**src/design/uwp_regs.vh**
```
`ifndef UWP_REGS_VH
`define UWP_REGS_VH
// register byte offsets
`define UWP_OFS_MODE        8'h04
`define UWP_OFS_BAUD        8'h20
`define UWP_OFS_RX_TIMEOUT  8'h24
`define UWP_OFS_TIMEGUARD   8'h28
`define UWP_OFS_CLK_RATIO   8'h40
`define UWP_OFS_IR_FILTER   8'h4C
`define UWP_OFS_MANCHESTER  8'h50
`define UWP_OFS_LIN_MODE    8'h54
`define UWP_OFS_LIN_ID      8'h58
`define UWP_OFS_WP_MODE     8'hE4
`define UWP_OFS_WP_STATUS   8'hE8
`define UWP_OFS_VERSION     8'hFC
// field layout
`define UWP_MODE_LSB        0
`define UWP_MODE_MSB        3
`define UWP_MODE_LIN_MASTER 4'hA
`define UWP_MODE_LIN_SLAVE  4'hB
`define UWP_KEY_LSB         8
`define UWP_KEY_MSB         31
`define UWP_KEY_VALUE       24'h858365
`define UWP_EN_BIT          0
`define UWP_SRC_LSB         8
`define UWP_SRC_MSB         23
`define UWP_VIOL_BIT        0
`define UWP_DLM_BIT         5
`define UWP_ID_LEN_LSB      5
`define UWP_ID_LEN_MSB      6
// reset values
`define UWP_RST_ZERO        32'h00000000
`define UWP_RST_MANCHESTER  32'h30011004
// version value is arbitrary
`define UWP_RST_VERSION     32'h00000101
`endif

```
**src/design/uwp_guard_reg.v**
```verilog
`timescale 1ns/1ps
`include "uwp_regs.vh"
module uwp_guard_reg #(
   parameter [7:0]  OFS   = 8'h00,
   parameter [31:0] RST   = 32'h00000000,
   parameter [31:0] WMASK = 32'hFFFFFFFF
) (
   input  wire        clk,
   input  wire        rst_b,
   input  wire        wr_en,
   input  wire [7:0]  addr,
   input  wire [31:0] wdata,
   input  wire        protect,
   output wire [31:0] value,
   output wire        blocked
);
   reg  [31:0] val_ff;
   wire        hit;
   assign hit     = wr_en & (addr == OFS);
   assign blocked = hit & protect;
   assign value   = val_ff;
   always @(posedge clk or negedge rst_b) begin
      if (!rst_b) begin
         val_ff <= RST;
      end else if (hit && !protect) begin
         val_ff <= wdata & WMASK;
      end
   end
endmodule

```
**src/design/uwp_top.v**
```verilog
`timescale 1ns/1ps
`include "uwp_regs.vh"
// Contract
// - master mode: identifier writable, sent as identifier
// - slave mode: identifier read-only, last received
// - enable bit changes only with correct key
// - correct key: enable follows written bit
// - protection guards seven configuration registers
// - violation flag set since last status read
// - violation source records offending register offset
// - status read returns value then clears all
// - read-only version register at 0xFC
// - guarded registers writable only while unprotected
// - length mode uses identifier bits five, six
module uwp_top #(
   parameter NREG = 7
) (
   input  wire        clk,
   input  wire        rst_b,
   input  wire [7:0]  addr,
   input  wire [31:0] wdata,
   input  wire        wr_stb,
   input  wire        rd_stb,
   output reg  [31:0] rdata_ff,
   input  wire        rx_id_valid,
   input  wire [7:0]  rx_id_char,
   output reg  [3:0]  op_mode_ff,
   output reg  [7:0]  tx_id_char_ff,
   output reg  [7:0]  resp_len_ff,
   output reg         protect_on_ff
);
   localparam [7:0] OFS0 = `UWP_OFS_MODE;
   localparam [7:0] OFS1 = `UWP_OFS_BAUD;
   localparam [7:0] OFS2 = `UWP_OFS_RX_TIMEOUT;
   localparam [7:0] OFS3 = `UWP_OFS_TIMEGUARD;
   localparam [7:0] OFS4 = `UWP_OFS_CLK_RATIO;
   localparam [7:0] OFS5 = `UWP_OFS_IR_FILTER;
   localparam [7:0] OFS6 = `UWP_OFS_MANCHESTER;

   wire [31:0] mode_val;
   wire [31:0] baud_val;
   wire [31:0] rto_val;
   wire [31:0] ttg_val;
   wire [31:0] ratio_val;
   wire [31:0] ifr_val;
   wire [31:0] man_val;
   wire [NREG-1:0] blk;

   reg  [31:0] lin_mode_ff;
   reg  [7:0]  lin_id_ff;
   reg  [7:0]  nxt_lin_id;
   reg         viol_ff;
   reg  [15:0] viol_src_ff;
   reg  [31:0] nxt_rdata;
   reg  [15:0] blk_src;
   wire        is_master;
   wire        is_slave;
   wire        key_ok;
   wire        any_blk;
   wire        st_read;
   wire [3:0]  mode_fld;

   assign mode_fld  = mode_val[`UWP_MODE_MSB:`UWP_MODE_LSB];
   assign is_master = (mode_fld == `UWP_MODE_LIN_MASTER);
   assign is_slave  = (mode_fld == `UWP_MODE_LIN_SLAVE);
   assign key_ok    = (wdata[`UWP_KEY_MSB:`UWP_KEY_LSB] == `UWP_KEY_VALUE);
   assign any_blk   = |blk;
   assign st_read   = rd_stb & (addr == `UWP_OFS_WP_STATUS);

   // the guarded set shares one module so each keeps the same gating
   uwp_guard_reg #(.OFS(OFS0), .RST(`UWP_RST_ZERO)) u_mode (
      .clk(clk), .rst_b(rst_b), .wr_en(wr_stb), .addr(addr),
      .wdata(wdata), .protect(protect_on_ff), .value(mode_val),
      .blocked(blk[0]));
   uwp_guard_reg #(.OFS(OFS1), .RST(`UWP_RST_ZERO)) u_baud (
      .clk(clk), .rst_b(rst_b), .wr_en(wr_stb), .addr(addr),
      .wdata(wdata), .protect(protect_on_ff), .value(baud_val),
      .blocked(blk[1]));
   uwp_guard_reg #(.OFS(OFS2), .RST(`UWP_RST_ZERO)) u_rto (
      .clk(clk), .rst_b(rst_b), .wr_en(wr_stb), .addr(addr),
      .wdata(wdata), .protect(protect_on_ff), .value(rto_val),
      .blocked(blk[2]));
   uwp_guard_reg #(.OFS(OFS3), .RST(`UWP_RST_ZERO)) u_ttg (
      .clk(clk), .rst_b(rst_b), .wr_en(wr_stb), .addr(addr),
      .wdata(wdata), .protect(protect_on_ff), .value(ttg_val),
      .blocked(blk[3]));
   uwp_guard_reg #(.OFS(OFS4), .RST(`UWP_RST_ZERO)) u_ratio (
      .clk(clk), .rst_b(rst_b), .wr_en(wr_stb), .addr(addr),
      .wdata(wdata), .protect(protect_on_ff), .value(ratio_val),
      .blocked(blk[4]));
   uwp_guard_reg #(.OFS(OFS5), .RST(`UWP_RST_ZERO)) u_ifr (
      .clk(clk), .rst_b(rst_b), .wr_en(wr_stb), .addr(addr),
      .wdata(wdata), .protect(protect_on_ff), .value(ifr_val),
      .blocked(blk[5]));
   uwp_guard_reg #(.OFS(OFS6), .RST(`UWP_RST_MANCHESTER)) u_man (
      .clk(clk), .rst_b(rst_b), .wr_en(wr_stb), .addr(addr),
      .wdata(wdata), .protect(protect_on_ff), .value(man_val),
      .blocked(blk[6]));

   always @* begin
      blk_src = {8'h00, addr};
   end

   // LIN mode register is not guarded
   always @(posedge clk or negedge rst_b) begin
      if (!rst_b) begin
         lin_mode_ff <= `UWP_RST_ZERO;
      end else if (wr_stb && addr == `UWP_OFS_LIN_MODE) begin
         lin_mode_ff <= wdata;
      end
   end

   always @* begin
      nxt_lin_id = lin_id_ff;
      if (is_slave) begin
         if (rx_id_valid) begin
            nxt_lin_id = rx_id_char;
         end
      end else if (is_master && wr_stb && addr == `UWP_OFS_LIN_ID) begin
         nxt_lin_id = wdata[7:0];
      end
   end

   always @(posedge clk or negedge rst_b) begin
      if (!rst_b) begin
         lin_id_ff <= 8'h00;
      end else begin
         lin_id_ff <= nxt_lin_id;
      end
   end

   always @(posedge clk or negedge rst_b) begin
      if (!rst_b) begin
         protect_on_ff <= 1'b0;
      end else if (wr_stb && addr == `UWP_OFS_WP_MODE && key_ok) begin
         protect_on_ff <= wdata[`UWP_EN_BIT];
      end
   end

   // a violation in the same cycle as the status read survives the clear
   always @(posedge clk or negedge rst_b) begin
      if (!rst_b) begin
         viol_ff     <= 1'b0;
         viol_src_ff <= 16'h0000;
      end else if (any_blk) begin
         viol_ff     <= 1'b1;
         viol_src_ff <= blk_src;
      end else if (st_read) begin
         viol_ff     <= 1'b0;
         viol_src_ff <= 16'h0000;
      end
   end

   always @* begin
      nxt_rdata = 32'h00000000;
      case (addr)
         OFS0: nxt_rdata = mode_val;
         OFS1: nxt_rdata = baud_val;
         OFS2: nxt_rdata = rto_val;
         OFS3: nxt_rdata = ttg_val;
         OFS4: nxt_rdata = ratio_val;
         OFS5: nxt_rdata = ifr_val;
         OFS6: nxt_rdata = man_val;
         `UWP_OFS_LIN_MODE: nxt_rdata = lin_mode_ff;
         `UWP_OFS_LIN_ID: nxt_rdata = {24'h000000, lin_id_ff};
         // key field always reads zero
         `UWP_OFS_WP_MODE: nxt_rdata = {31'h00000000, protect_on_ff};
         `UWP_OFS_WP_STATUS: nxt_rdata = {8'h00, viol_src_ff, 7'h00,
                                          viol_ff};
         `UWP_OFS_VERSION: nxt_rdata = `UWP_RST_VERSION;
         default: nxt_rdata = 32'h00000000;
      endcase
   end

   always @(posedge clk or negedge rst_b) begin
      if (!rst_b) begin
         rdata_ff <= 32'h00000000;
      end else if (rd_stb) begin
         rdata_ff <= nxt_rdata;
      end else begin
         rdata_ff <= 32'h00000000;
      end
   end

   // length from identifier: bits 6:5 give 2,2,4,8 bytes (LIN 1.x)
   always @(posedge clk or negedge rst_b) begin
      if (!rst_b) begin
         op_mode_ff    <= 4'h0;
         tx_id_char_ff <= 8'h00;
         resp_len_ff   <= 8'h01;
      end else begin
         op_mode_ff    <= mode_fld;
         tx_id_char_ff <= lin_id_ff;
         if (lin_mode_ff[`UWP_DLM_BIT]) begin
            case (lin_id_ff[`UWP_ID_LEN_MSB:`UWP_ID_LEN_LSB])
               2'b00:   resp_len_ff <= 8'h02;
               2'b01:   resp_len_ff <= 8'h02;
               2'b10:   resp_len_ff <= 8'h04;
               default: resp_len_ff <= 8'h08;
            endcase
         end else begin
            resp_len_ff <= lin_mode_ff[15:8] + 8'h01;
         end
      end
   end
endmodule

```
**config.mk**
```make
export PLATFORM = sky130hd
export DESIGN_NAME = uwp_top
export DESIGN_NICKNAME = d
export VERILOG_FILES = /design/src/design/uwp_guard_reg.v /design/src/design/uwp_top.v
export VERILOG_INCLUDE_DIRS = /design/src /design/src/design
export SDC_FILE = /design/constraint.sdc
export NUM_CORES = 1
export LEC_CHECK = 0
export BUFFER_PORTS_ARGS = -buffer_cell sky130_fd_sc_hd__buf_2
export CAP_MARGIN = 20
export CORE_MARGIN = 1.5
export CORE_UTILIZATION = 35
export CTS_BUF_LIST = sky130_fd_sc_hd__clkbuf_16
export DETAILED_ROUTE_END_ITERATION = 10
export GPL_ROUTABILITY_DRIVEN = 1
export HOLD_SLACK_MARGIN = 0.12
export SLEW_MARGIN = 20
export SYNTH_ARGS = -nofsm -noshare
export SYNTH_HDL_FRONTEND = slang
export SYNTH_SLANG_ARGS = --single-unit
```
**constraint.sdc**
```tcl
create_clock -name clk -period 2.3 [get_ports clk]
set_input_delay 0.46 -clock clk [delete_from_list [all_inputs] [get_ports clk]]
set_output_delay 0.46 -clock clk [all_outputs]
set_load 0.005 [all_outputs]
```
==> metrics <==
number of standard-cell rows in the floorplan 72; initial antenna violation count 2; Main synth FF type sky130_fd_sc_hd__dfrtp_1; depth of the worst register-to-register path 5; die area 0.0406 mm^2; kind of start point of the critical path register; Setup Fix Bufs, Post-CTS 0; Final Skew approximately 0.019 ns; chip height 201 um; vias post-DR 9149; Worst VDD drop 0.440 mV; worst hold-check slack 0.255 ns; number of register bits inferred by synthesis about 330; Boundary Pins roughly 110; Final Net Count between 1000 and 1500; maximum number of pins on one net before global-route repair 67; max_slew headroom 45.9%; register-to-register path setup slack around 0.14 ns; Async SR Flop Fraction 100%; type of the tightest min-delay check input pin to register; worst-skew pair later-pin latency 0.52 ns; Data arrival, critical path 2.55 ns; Yosys warning count 0; dpl hpwl around 26000 um; maximum level of the CTS H-tree 2; Synthesized Nets 1010; CTS tree done; global routing usage summed across all routing layers 19.2%; Worst Path Required 2.69 ns; Setup Viol. Count Final 0; highest clock frequency the design can meet 463 MHz; hold violation count in the final report 0; DRC marker count from the first detailed-route iteration 723; Worst-path clk slew roughly 0.06 ns; number of global-route vias before repair 9668; unrepaired setup endpoints after global routing no; final count of pins violating max slew 0; Initial Utilization 35.6%; number of cells traversed by the worst hold path 3; P_leak 0.00829 uW; EDFF count, synth 0; final design area excluding fillers ~0.017 mm^2; number of unique standard cell types used by synthesis 54; minimum period implied by the final worst setup slack 2.16 ns; x dimension of the die 201 um; leading cell types in the layout, fill and taps excluded 320 x sky130_fd_sc_hd__dfrtp_1, 258 x sky130_fd_sc_hd__mux2_2, 104 x sky130_fd_sc_hd__buf_2; Area growth, synth to finish 21.6%; cell area after placement 0.0157 mm^2; number of standard cells after synthesis ~960; antenna violation net count after detailed routing 0; number of clock sinks seen by CTS about 330; final routed DRC violation total 0; status completed; critical-path maximum fanout 10; power density over the cells 720 mW/mm^2; largest buffer count on any clock path 3; part of the Yosys area used for sequential elements 59.3%; overflow left after global routing 0; detailed-route vias per instance 5.44; slew at the pin closest to its max-slew limit 0.809 ns; crit path capture type register; cell area after synthesis 0.0138 mm^2; routability congestion estimate 0.805; clk root buf sky130_fd_sc_hd__clkbuf_16; Post-Route WL 38500 um; post-route fraction of the period consumed by the critical path 94.0%; share of layout cells above drive strength 1 between 40% and 50%; most frequent standard cell in the layout excluding fill and tap cells sky130_fd_sc_hd__dfrtp_1; length of the first detailed-routing pass in iterations 6; wire length per cell after detailed routing 22.9 um; wire length of the first global-routing pass ~60000 um; Max Cap Viol 0; mean post-synth cell area 14.4 um^2; critical path type register to register; setup total negative slack 0 ns; Port-buffer cells 105; total clock buffers created by CTS 35; Overall Power 12100 uW; Core Footprint 0.0387 mm^2
## flip-flops by register name, indices dropped and copies added, names as in the netlist, 8 cells and up
signal and cells:
resp_len_ff 8, u_ratio.value 32, tx_id_char_ff 8, rdata_ff 32, viol_src_ff 8, u_baud.value 32, u_mode.value 32, u_man.value 32
lin_mode_ff 32, u_ifr.value 32, u_rto.value 32, lin_id_ff 8, u_ttg.value 32
## layout make-up
| cell class | count | area (um^2) |
|---|---|---|
| Sequential cell | 326 | 8170 |
| Antenna cell | 1 | 2.50 |
| Fill cell | 3629 | 22000 |
| Inverter | 5 | 18.8 |
| Timing Repair Buffer | 218 | 1640 |
| Clock inverter | 27 | 199 |
| Clock buffer | 35 | 876 |
| Tap cell | 518 | 648 |
| Multi-Input combinational cell | 552 | 5210 |
## synthesized netlist by cell type, drive strengths merged (7+ instances only)
library cell,count,area (um^2)
nor2,7,26.3
a31oi,29,181
a22o,41,359
a222oi,30,300
nand2,36,145
a22oi,43,323
clkbuf,10,37.5
mux2,273,3070
buf,63,358
and2,10,63.8
dfrtp,320,8010
a221oi,14,123
## report_power, final
part / internal [uW] / switching (uW) / leakage (uW)
sequential: 5970 / 121 / 0.00448
combinational: 297 / 350 / 0.00323
clock: 3100 / 2230 / 0.000576
total: 9370 / 2700 / 0.00829
## layer usage
layer	global-route usage (%)	wire length (um)
met4	4.37	574
met1	26.7	17700
met3	3.00	1840
met2	31.5	18400
met5	0	13
## worst max-delay path: stages, from the launching register on
cell	delay [ns]
sky130_fd_sc_hd__dfrtp_1	0.38
sky130_fd_sc_hd__nor2b_1	0.63
sky130_fd_sc_hd__nand2_1	0.27
sky130_fd_sc_hd__buf_4	0.28
sky130_fd_sc_hd__buf_4	0.19
sky130_fd_sc_hd__mux2_2	0.27
## worst paths after layout
path	start	to
max in group asynchronous	rst_b	u_man.value[12]
worst min register to register	lin_id_ff[3]	tx_id_char_ff[3]
worst max register to register	protect_on_ff	u_ratio.value[15]
min in group asynchronous	rst_b	u_man.value[4]
worst max-delay path	protect_on_ff	u_ratio.value[15]
worst min-delay path	addr[6]	viol_src_ff[6]
## logic make-up after synthesis
logic type	share of synthesized area, %
mux	22.7
buf+inv	3.01
flops	59.3
simple gates	4.43
fa+ha+maj	0.0908
compound gates	10.1
xor+xnor	0.381
## metrics by stage
| step | utilization [%] | setup WS, ns | std cells |
|---|---|---|---|
| 6_report | 43.3 | 0.138 | 1682 |
| 5_1_grt | 43.3 | 0.0353 | 1682 |
| 4_1_cts | 43.3 | 0.137 | 1681 |
| 3_5_place_dp | 40.5 | -0.114 | 1618 |
| 3_3_place_gp | 40.5 | -0.0882 | 1618 |
| 2_1_floorplan | - | 0.149 | 956 |
## what timing repair did
item	4_1_cts	5_1_grt
endpoints found under the hold margin	54	0
hold buffers	1	0
endpoints found under the setup margin	0	0
gates resized for setup	0	0
Power figures use the tool's default switching activity.
